[config.mk]
export PLATFORM = sky130hd
export DESIGN_NAME = plcic_ctrl
export DESIGN_NICKNAME = d
export VERILOG_FILES = /design/src/design/plcic_pkg.sv /design/src/design/plcic_ctrl.sv
export SDC_FILE = /design/constraint.sdc
export NUM_CORES = 1
export LEC_CHECK = 0
export ABC_CLOCK_PERIOD_IN_PS = 11700
export BUFFER_PORTS_ARGS = -buffer_cell sky130_fd_sc_hd__buf_2
export CAP_MARGIN = 5
export CORE_MARGIN = 1.5
export CORE_UTILIZATION = 55
export DETAILED_ROUTE_END_ITERATION = 7
export MAX_ROUTING_LAYER = met4
export PLACE_DENSITY_LB_ADDON = 0.25
export SLEW_MARGIN = 10
export SYNTH_ARGS = -nofsm -noshare
export SYNTH_HDL_FRONTEND = slang
export SYNTH_SLANG_ARGS = --single-unit
[constraint.sdc]
create_clock -name clk_sys_in -period 11.7 [get_ports clk_sys_in]
set_input_delay 0 -clock clk_sys_in [delete_from_list [all_inputs] [get_ports clk_sys_in]]
set_output_delay 0 -clock clk_sys_in [all_outputs]
set_load 0.005 [all_outputs]
[src/design/plcic_pkg.sv]
// Purpose: shared constants and types of the interrupt control block
// Assumes: 25 MHz system clock, 32-bit register port, byte offsets
// Notes: operation codes follow the documented identifier numbers
package plcic_pkg;
   // register byte offsets
   localparam logic [7:0] OFS_SET_MASK = 8'h00;
   localparam logic [7:0] OFS_CLEAR = 8'h04;
   localparam logic [7:0] OFS_DISABLE = 8'h08;
   localparam logic [7:0] OFS_ENABLE = 8'h0c;
   localparam logic [7:0] OFS_MAX_TIME = 8'h10;
   localparam logic [7:0] OFS_MAX_TASK = 8'h14;
   localparam logic [7:0] OFS_STATUS = 8'h18;
   // operation identifiers and control values
   localparam logic [15:0] ID_MASK_LO = 16'h0066;
   localparam logic [15:0] ID_MASK_HI = 16'h006b;
   localparam logic [15:0] ID_EDGE_LO = 16'h0070;
   localparam logic [15:0] ID_EDGE_HI = 16'h0075;
   localparam logic [15:0] ID_SCHED_A = 16'h0004;
   localparam logic [15:0] ID_SCHED_B = 16'h000e;
   localparam logic [15:0] CTL_ZERO = 16'h0000;
   localparam logic [15:0] CTL_ONE = 16'h0001;
   localparam logic [15:0] SCHED_MIN = 16'h000a;
   localparam logic [15:0] SCHED_MAX = 16'h270f;
   // timing
   localparam int CLK_PERIOD_NS = 40;
   localparam int TICK_NS = 100000;
   localparam int TICK_CYCLES = (TICK_NS + CLK_PERIOD_NS - 1) / CLK_PERIOD_NS;
   localparam logic [11:0] TICK_LAST = 12'(TICK_CYCLES - 1);
   // sources, tasks and reset values
   localparam int IN_FIRST_BIT = 2;
   localparam int IN_COUNT = 6;
   localparam logic [3:0] SCHED_TASK = 4'h1;
   localparam logic [3:0] IN_TASK_BASE = 4'h2;
   localparam logic [15:0] TASK_TAG = 16'h8000;
   localparam logic [5:0] MASK_RESET = 6'h3f;
   localparam logic [5:0] EDGE_RESET = 6'h00;
   localparam logic [15:0] WORD_RESET = 16'h0000;
   typedef enum logic [1:0] {
      S_IDLE = 2'b00,
      S_ISSUE = 2'b01,
      S_RUN = 2'b11
   } plcic_state_t;
endpackage

[src/design/plcic_ctrl.sv]
// Purpose: interrupt request latching, masking, priority and dispatch
// Assumes: inputs synchronous to clk_sys_in, sequencer pulses task done
// Notes: operations are register writes of {identifier, control}
// Summary of operation
// - start with inputs masked, timer stopped
// - set-mask masks sources, loads scheduled interval
// - clear op keeps/clears requests, sets first delay
// - global disable blocks every interrupt task
// - global enable lets tasks run again
// - input tasks before scheduled task
// - lowest task number first within level
// - only input bits 2 to 7 interrupt
// - unmasking discards all latched input requests
// - one latched request per source, extras absorbed
// - request held until done, edges ignored meanwhile
// - scheduled interval counted in 0.1 ms ticks
// - set-mask restart resets timer for exact interval
// - keep longest task time in 0.1 ms units
// - longest task number coded 8000 to 800f
// - bit 15 set at first interrupt, cleared at start
// - input edge per selected polarity raises request
// - control 0 unmasks or rising, 1 masks or falling
// - changing edge selection discards input requests
// - interval 0 stops, 10..9999 restarts, else error
module plcic_ctrl
#(
   parameter int TIME_W = 16
) (
   // clock and reset
   input wire logic clk_sys_in,
   input wire logic sys_rst_in,
   // register port
   input wire logic [7:0] reg_addr_in,
   input wire logic [31:0] reg_wdata_in,
   input wire logic reg_wr_in,
   input wire logic reg_rd_in,
   output logic [31:0] reg_rdata_out,
   // input terminals, word 0
   input wire logic [15:0] in_word0_in,
   // task sequencer
   input wire logic task_done_in,
   output logic task_start_out,
   output logic [3:0] task_num_out,
   output logic task_busy_out
);
   import plcic_pkg::*;
   if (TIME_W != 16) begin : g_chk
      $error("TIME_W must be 16 to fit the time word");
   end
   function automatic logic in_range(input logic [15:0] v,
                                     input logic [15:0] lo,
                                     input logic [15:0] hi);
      in_range = (v >= lo) && (v <= hi);
   endfunction
   function automatic logic [2:0] lowest_bit(input logic [5:0] v);
      lowest_bit = 3'h0;
      for (int i = IN_COUNT - 1; i >= 0; i--) begin
         if (v[i]) begin
            lowest_bit = 3'(i);
         end
      end
   endfunction
   plcic_state_t state_reg, state_next;
   logic [5:0] mask_reg, mask_next;
   logic [5:0] edge_reg, edge_next;
   logic [5:0] pend_reg, pend_next;
   logic [5:0] prev_reg;
   logic pend_sched_reg, pend_sched_next;
   logic ge_reg, ge_next;
   logic err_reg, err_next;
   logic sched_on_reg, sched_on_next;
   logic [13:0] interval_reg, interval_next;
   logic [13:0] target_reg, target_next;
   logic [13:0] first_reg, first_next;
   logic [13:0] sched_cnt_reg, sched_cnt_next;
   logic [11:0] presc_reg;
   logic [TIME_W-1:0] run_ticks_reg, run_ticks_next;
   logic [15:0] max_time_reg, max_time_next;
   logic [15:0] max_task_reg, max_task_next;
   logic first_done_reg, first_done_next;
   logic [3:0] cur_reg, cur_next;
   logic start_reg, busy_reg;
   logic [31:0] rdata_reg;
   // operation decode
   wire [15:0] op_id = reg_wdata_in[31:16];
   wire [15:0] op_ctl = reg_wdata_in[15:0];
   wire wr_set = reg_wr_in && (reg_addr_in == OFS_SET_MASK);
   wire wr_clr = reg_wr_in && (reg_addr_in == OFS_CLEAR);
   wire wr_dis = reg_wr_in && (reg_addr_in == OFS_DISABLE);
   wire wr_en = reg_wr_in && (reg_addr_in == OFS_ENABLE);
   wire id_mask = in_range(op_id, ID_MASK_LO, ID_MASK_HI);
   wire id_edge = in_range(op_id, ID_EDGE_LO, ID_EDGE_HI);
   wire id_sched = (op_id == ID_SCHED_A) || (op_id == ID_SCHED_B);
   wire [15:0] mask_off = op_id - ID_MASK_LO;
   wire [15:0] edge_off = op_id - ID_EDGE_LO;
   wire [2:0] mask_idx = mask_off[2:0];
   wire [2:0] edge_idx = edge_off[2:0];
   wire ctl_bit = (op_ctl == CTL_ONE);
   wire ctl_ok = (op_ctl == CTL_ZERO) || ctl_bit;
   wire sched_ok = in_range(op_ctl, SCHED_MIN, SCHED_MAX);
   wire op_unmask = wr_set && id_mask && (op_ctl == CTL_ZERO);
   wire op_edge_chg = wr_set && id_edge && ctl_ok &&
                      (edge_reg[edge_idx] != ctl_bit);
   wire sched_stop = wr_set && id_sched && (op_ctl == CTL_ZERO);
   wire sched_start = wr_set && id_sched && sched_ok;
   wire sched_bad = wr_set && id_sched && !sched_ok &&
                    (op_ctl != CTL_ZERO);
   wire clr_in_op = wr_clr && id_mask && ctl_ok;
   wire clr_sched = wr_clr && id_sched;
   wire op_err = (wr_set && !(id_mask || id_edge || id_sched)) ||
                 (wr_set && (id_mask || id_edge) && !ctl_ok) ||
                 sched_bad ||
                 (wr_clr && !(id_mask || id_sched)) ||
                 (wr_clr && id_mask && !ctl_ok);
   wire any_op = wr_set || wr_clr;

   // input edges
   // input bits only
   wire [5:0] in_bits = in_word0_in[IN_FIRST_BIT +: IN_COUNT];
   wire [5:0] rise = in_bits & ~prev_reg;
   wire [5:0] fall = ~in_bits & prev_reg;
   wire [5:0] edge_hit = (rise & ~edge_reg) | (fall & edge_reg);
   wire cur_in = (cur_reg != SCHED_TASK);
   wire [3:0] cur_off = cur_reg - IN_TASK_BASE;
   wire [5:0] active_in = (busy_reg && cur_in) ?
                          6'(6'h01 << cur_off[2:0]) : 6'h00;
   wire [5:0] new_req = edge_hit & ~mask_reg & ~active_in;
   wire discard = op_unmask || op_edge_chg ||
                  (clr_in_op && ctl_bit);
   wire done_ok = (state_reg == S_RUN) && task_done_in;

   wire tick = (presc_reg == TICK_LAST);
   wire sched_hit = sched_on_reg && tick &&
                    ((sched_cnt_reg + 14'h0001) >= target_reg);

   wire [5:0] cand_in = pend_reg & ~mask_reg;
   wire cand_sched = pend_sched_reg && sched_on_reg;
   wire grant = ge_reg && (state_reg == S_IDLE) &&
                ((|cand_in) || cand_sched);
   wire [3:0] grant_num = (|cand_in) ?
                          (IN_TASK_BASE + {1'b0, lowest_bit(cand_in)}) :
                          SCHED_TASK;
   wire longer = run_ticks_reg > max_time_reg;
   always_comb begin
      mask_next = mask_reg;
      edge_next = edge_reg;
      pend_next = pend_reg;
      if (wr_set && id_mask && ctl_ok) begin
         mask_next[mask_idx] = ctl_bit;
      end
      if (wr_set && id_edge && ctl_ok) begin
         edge_next[edge_idx] = ctl_bit;
      end
      if (discard) begin
         pend_next = 6'h00;
      end
      if (done_ok && cur_in) begin
         pend_next = pend_next & ~active_in;
      end
      // one request per source; set wins over clear
      pend_next = pend_next | new_req;
   end

   always_comb begin
      sched_on_next = sched_on_reg;
      interval_next = interval_reg;
      target_next = target_reg;
      first_next = first_reg;
      sched_cnt_next = sched_cnt_reg;
      pend_sched_next = pend_sched_reg;
      if (clr_sched) begin
         first_next = op_ctl[13:0];
      end
      if (done_ok && !cur_in) begin
         pend_sched_next = 1'b0;
      end
      // count, latch and reload; a hit beats a same-cycle done
      if (tick && sched_on_reg) begin
         sched_cnt_next = sched_cnt_reg + 14'h0001;
      end
      if (sched_hit) begin
         sched_cnt_next = 14'h0000;
         target_next = interval_reg;
         pend_sched_next = 1'b1;
      end
      if (sched_stop) begin
         sched_on_next = 1'b0;
      end
      if (sched_start) begin
         sched_on_next = 1'b1;
         interval_next = op_ctl[13:0];
         sched_cnt_next = 14'h0000;
         target_next = (first_reg != 14'h0000) ? first_reg : op_ctl[13:0];
         first_next = 14'h0000;
      end
   end

   always_comb begin
      state_next = state_reg;
      cur_next = cur_reg;
      run_ticks_next = run_ticks_reg;
      max_time_next = max_time_reg;
      max_task_next = max_task_reg;
      first_done_next = first_done_reg;
      case (state_reg)
         S_IDLE: begin
            if (grant) begin
               state_next = S_ISSUE;
               cur_next = grant_num;
               run_ticks_next = '0;
            end
         end
         S_ISSUE: begin
            state_next = S_RUN;
         end
         S_RUN: begin
            if (tick && (run_ticks_reg != '1)) begin
               run_ticks_next = run_ticks_reg + 16'h0001;
            end
            if (task_done_in) begin
               state_next = S_IDLE;
               if (longer || !first_done_reg) begin
                  max_time_next = run_ticks_reg;
                  max_task_next = TASK_TAG | {12'h000, cur_reg};
               end
               first_done_next = 1'b1;
            end
         end
         default: begin
            state_next = S_IDLE;
         end
      endcase
   end

   always_comb begin
      ge_next = ge_reg;
      if (wr_dis) begin
         ge_next = 1'b0;
      end
      if (wr_en) begin
         ge_next = 1'b1;
      end
   end

   assign err_next = any_op ? op_err : err_reg;

   wire [31:0] status_w = {9'h000, err_reg, ge_reg, sched_on_reg,
                           busy_reg, pend_sched_reg, pend_reg,
                           edge_reg, mask_reg};
   wire [31:0] read_mux =
      (reg_addr_in == OFS_MAX_TIME) ? {16'h0000, max_time_reg} :
      (reg_addr_in == OFS_MAX_TASK) ? {16'h0000, max_task_reg} :
      (reg_addr_in == OFS_STATUS) ? status_w : 32'h00000000;

   always_ff @(posedge clk_sys_in or posedge sys_rst_in) begin
      if (sys_rst_in) begin
         mask_reg <= MASK_RESET;
         edge_reg <= EDGE_RESET;
         pend_reg <= 6'h00;
         prev_reg <= 6'h00;
         ge_reg <= 1'b1;
         err_reg <= 1'b0;
      end else begin
         mask_reg <= mask_next;
         edge_reg <= edge_next;
         pend_reg <= pend_next;
         prev_reg <= in_bits;
         ge_reg <= ge_next;
         err_reg <= err_next;
      end
   end

   // prescaler restarts with the timer so the first period is whole
   always_ff @(posedge clk_sys_in or posedge sys_rst_in) begin
      if (sys_rst_in) begin
         presc_reg <= 12'h000;
      end else if (tick || sched_start) begin
         presc_reg <= 12'h000;
      end else begin
         presc_reg <= presc_reg + 12'h001;
      end
   end

   always_ff @(posedge clk_sys_in or posedge sys_rst_in) begin
      if (sys_rst_in) begin
         sched_on_reg <= 1'b0;
         interval_reg <= 14'h0000;
         target_reg <= 14'h0000;
         first_reg <= 14'h0000;
         sched_cnt_reg <= 14'h0000;
         pend_sched_reg <= 1'b0;
      end else begin
         sched_on_reg <= sched_on_next;
         interval_reg <= interval_next;
         target_reg <= target_next;
         first_reg <= first_next;
         sched_cnt_reg <= sched_cnt_next;
         pend_sched_reg <= pend_sched_next;
      end
   end

   always_ff @(posedge clk_sys_in or posedge sys_rst_in) begin
      if (sys_rst_in) begin
         state_reg <= S_IDLE;
         cur_reg <= 4'h0;
         run_ticks_reg <= '0;
         max_time_reg <= WORD_RESET;
         max_task_reg <= WORD_RESET;
         first_done_reg <= 1'b0;
      end else begin
         state_reg <= state_next;
         cur_reg <= cur_next;
         run_ticks_reg <= run_ticks_next;
         max_time_reg <= max_time_next;
         max_task_reg <= max_task_next;
         first_done_reg <= first_done_next;
      end
   end

   always_ff @(posedge clk_sys_in or posedge sys_rst_in) begin
      if (sys_rst_in) begin
         start_reg <= 1'b0;
         busy_reg <= 1'b0;
         rdata_reg <= 32'h00000000;
      end else begin
         start_reg <= grant;
         busy_reg <= (state_next != S_IDLE);
         rdata_reg <= reg_rd_in ? read_mux : 32'h00000000;
      end
   end

   assign reg_rdata_out = rdata_reg;
   assign task_start_out = start_reg;
   assign task_num_out = cur_reg;
   assign task_busy_out = busy_reg;

   start_masked_a: assert property (
      @(posedge clk_sys_in) $fell(sys_rst_in) |->
         (mask_reg == MASK_RESET) && !sched_on_reg)
      else $error("sources not masked at start");
   gdis_block_a: assert property (
      @(posedge clk_sys_in) disable iff (sys_rst_in)
      (!ge_reg && state_reg == S_IDLE) |=> !task_start_out)
      else $error("task started while globally disabled");
   input_first_a: assert property (
      @(posedge clk_sys_in) disable iff (sys_rst_in)
      (grant && (|cand_in)) |=> task_num_out != SCHED_TASK)
      else $error("scheduled task beat an input task");
   lowest_first_a: assert property (
      @(posedge clk_sys_in) disable iff (sys_rst_in)
      (grant && cand_in[0]) |=> (task_num_out == 4'h2) && task_start_out)
      else $error("lowest numbered task not first");
   unmask_discard_a: assert property (
      @(posedge clk_sys_in) disable iff (sys_rst_in)
      (op_unmask && (new_req == 6'h00)) |=> pend_reg == 6'h00)
      else $error("latched inputs kept after unmask");
   held_running_a: assert property (
      @(posedge clk_sys_in) disable iff (sys_rst_in)
      (state_reg == S_RUN && |(pend_reg & active_in) && !task_done_in &&
         !discard) |=> (pend_reg & $past(active_in)) != 6'h00)
      else $error("request dropped before task done");
   sched_zero_a: assert property (
      @(posedge clk_sys_in) disable iff (sys_rst_in)
      sched_stop |=> !sched_on_reg ##1 !pend_sched_reg || !sched_on_reg)
      else $error("timer still running after zero interval");
   sched_error_a: assert property (
      @(posedge clk_sys_in) disable iff (sys_rst_in)
      sched_bad |=> err_reg && $stable(interval_reg))
      else $error("bad interval accepted");
   task_code_a: assert property (
      @(posedge clk_sys_in) disable iff (sys_rst_in)
      first_done_reg |-> max_task_reg[15:4] == 12'h800)
      else $error("task number code out of range");
   start_pulse_a: assert property (
      @(posedge clk_sys_in) disable iff (sys_rst_in)
      task_start_out |-> task_busy_out ##1 !task_start_out)
      else $error("start not a single pulse while busy");
endmodule

==> flow_summary.json <==
{
  "maxSlewHeadroom": 0.248,
  "ant_nets": 0,
  "yosysWarnings": 0,
  "cp_max_fo": 15,
  "postCtsSetupBuffers": 0,
  "syn_to_final_growth_pct": 16.1,
  "crit_path_start_kind": "flop",
  "overflow": 0,
  "synth_cells": 929,
  "cts_max_level": 4,
  "synth_top_family_by_area": "simple AND/OR/NAND/NOR gates",
  "synth_top_area_cell": "dfrtp_1",
  "drcViolationCount": 0,
  "synth-edff-count": 0,
  "worstMarginPinSlew_ns": 1.13,
  "place_area_um2": 9230,
  "hold_path.class": "input pin to flop",
  "drt-wirelength-per-cell_um": 16.4,
  "fin_crit_ns": 3.87,
  "n_fill_cell": 1218,
  "drive_gt1_frac": 0.148,
  "ys_seq_area_frac": 0.476,
  "ys.flop_type": "dfrtp_1",
  "min-delay-start": "reg_wdata_in[18]",
  "fin_util": 0.658,
  "nNetsFinal": 1116,
  "r2r-end": "target_reg[10]",
  "fp.dieW_um": 129,
  "cap_viol_max_count": 0,
  "required_ns": 11.94,
  "antenna_found_initial": 0,
  "netlist_area_um2": 8690,
  "synth-compound-area-share": 0.130,
  "detailed_place_hpwl_um": 13700,
  "clk_latency_ns": 0.42,
  "drtIter0Drc": 431,
  "r2r_slack_ns": 7.83,
  "critPathLaunch": "sched_cnt_reg[0]",
  "synth_xor_area_frac": 0.0323,
  "setup_tns_ns": 0,
  "die_height_um": 129,
  "grt_start_max_net_pins": 90,
  "drtPass1Iterations": 5,
  "ys_types": 58,
  "largest_reg_flops": 23,
  "status": "finished, final reports clean",
  "synth_area_leaders": "dfrtp_1, nand2_1, ha_1",
  "floorplan.rows": 45,
  "fp.coreArea_um2": 15300,
  "power_leakage_uw": 0.00506,
  "routed-via-count": 7113,
  "fin_skew_ns": 0.00873,
  "endpoint_kind": "flop",
  "r2r-start": "sched_cnt_reg[0]",
  "synth_top_area_share": 0.455,
  "vias_per_cell": 5.71,
  "timing.hold.ws_ns": 0.0216,
  "worstPathArrival_ns": 4.10,
  "rsz0062_at_grt": "no",
  "finalWeightedCongestion": 0.875,
  "grt_pass1_vias": 6771,
  "syn_area_per_cell_um2": 9.35,
  "final_cell_area_um2": 10100,
  "wl_um": 20500,
  "tritoncts": "yes",
  "io_pins": 99,
  "synth-async-reset-ratio": 1.00,
  "dieArea_um2": 16600,
  "grt_usage": 0.265,
  "yosys.area_share.simple": 0.211,
  "n_antenna_cell": 0,
  "crit_type": "flop to flop",
  "synthMuxAreaShare": 0.0552,
  "hold_end": "edge_reg[5]",
  "finalHoldViolations": 0,
  "cts.clk_slew.worst_paths_ns": 0.07,
  "worst_r2r_path_depth": 12,
  "fmax_ghz": 0.259,
  "ir_drop_mv": 0.118,
  "cts_resized": 0,
  "p_per_area_nw_per_um2": 122,
  "clockRootBuffer": "clkbuf_16",
  "port_buffers": 79,
  "cts.path.max_buffers": 2,
  "drv_slew": 0,
  "finalCritPeriodShare": 0.330,
  "cts.sinks": 165,
  "grt_pass1_wl_um": 33500,
  "finalSetupViolations": 0,
  "holdPathStages": 4,
  "synth_fa_ha_area_frac": 0.0490,
  "initial_core_util": 0.567,
  "ys_ff_latch": 165,
  "numCtsBuffers": 17
}
-- synth_stat cells, drive strengths merged (10+ instances only) --
master  instances
nor4           20
and3           10
mux2           12
xor2           15
o21ai          28
nor3           18
a21oi          59
nand4          14
buf            16
and2           13
nand3          32
clkbuf         33
a211oi         16
o22ai          14
xnor2          17
dfrtp         158
nand2         121
ha             34
inv            44
mux2i          34
nor2           93
o31ai          12
a22o           11
nor2b          15
-- final cells by class --
class | count | area [um^2] | area share
flip-flops and latches | 165 | 4140 | 0.410
clock buffers | 18 | 439 | 0.0435
well taps | 211 | 264 | 0.0262
repair buffers | 114 | 726 | 0.0720
clock inverters | 14 | 143 | 0.0141
inverters | 44 | 170 | 0.0169
multi-input cells | 679 | 4210 | 0.417
-- routing by layer --
metal  part of all wire  vias up  wire (um)  GRT usage
li1                   -     3458          -          -
met1               0.48     3443       9730      0.362
met2               0.47      192       9520      0.409
met3              0.047       20        957     0.0486
met4              0.012        0        244     0.0720
met5                  0        -          0          -
-- through the flow --
stage	std cells	worst slack (ns)	power [uW]
finish	1245	7.83	1230
global route	1245	7.51	1280
CTS	1245	7.83	1240
detailed placement	1186	7.84	688
global placement	1186	7.88	687
floorplan	937	7.25	653
-- power by group --
group	total [uW]	switching [uW]	leakage [uW]	internal, uW
Clock	550	244	0.000282	306
Combinational	84.5	53.0	0.00280	31.5
Sequential	601	18.6	0.00198	582
Total	1230	316	0.00506	919
-- placed cells by master (no fill, tap or decap), drive strengths merged, types with 8 or more instances in the layout --
master | synthesis | routed
conb | 1 | 9
o21ai | 28 | 28
nand2 | 121 | 121
a22o | 11 | 11
nor2 | 93 | 93
o22ai | 14 | 14
dfrtp | 158 | 158
ha | 34 | 34
o31ai | 12 | 12
nor3 | 18 | 18
nand4 | 14 | 14
a211oi | 16 | 16
nor4 | 20 | 20
buf | 16 | 87
and3 | 10 | 10
xor2 | 15 | 15
and2 | 13 | 13
xnor2 | 17 | 17
nand3 | 32 | 32
dlygate4sd3 | 0 | 27
nor2b | 15 | 15
or3 | 8 | 8
clkbuf | 33 | 18
a21oi | 59 | 59
nand2b | 8 | 8
inv | 44 | 51
mux2i | 34 | 34
mux2 | 12 | 12
a31oi | 8 | 8
-- worst max-delay path by stage --
stage | to | slack (ns) | cells past startpoint
after floorplan | edge_reg[0] | 7.25 | 1
after global placement | target_reg[0] | 7.88 | 12
after detailed placement | target_reg[10] | 7.84 | 12
after CTS | target_reg[10] | 7.83 | 12
after global routing | target_reg[7] | 7.51 | 12
final | target_reg[10] | 7.83 | 12
-- critical path: stages, from the launching register on --
cell and delay (ns):
dfrtp_1 0.43, ha_1 0.25, nand3_1 0.27, nor2_1 0.37
and3_1 0.24, xor2_1 0.15, ha_1 0.24, and4_1 0.20
o21ai_0 0.07, a31oi_1 0.12, o31ai_4 0.95, mux2i_1 0.29
a21oi_1 0.10
-- logic make-up (layout without fill, tap and decap cells) --
family | count (synthesis) | in the layout
other | 1 | 9
DFF | 165 | 165
AOI/OAI and AO/OA | 178 | 178
adders and majority gates | 34 | 34
muxes | 46 | 46
xor gates and xnor gates | 32 | 32
and+or+nand+nor | 380 | 380
buffers and inverters | 93 | 190
-- what timing repair did --
action,4_1_cts,5_1_grt
endpoints found under the setup margin,0,0
hold endpoints to repair,138,0
hold buffers,27,0
Note: power is estimated with default switching activity, not from simulation.
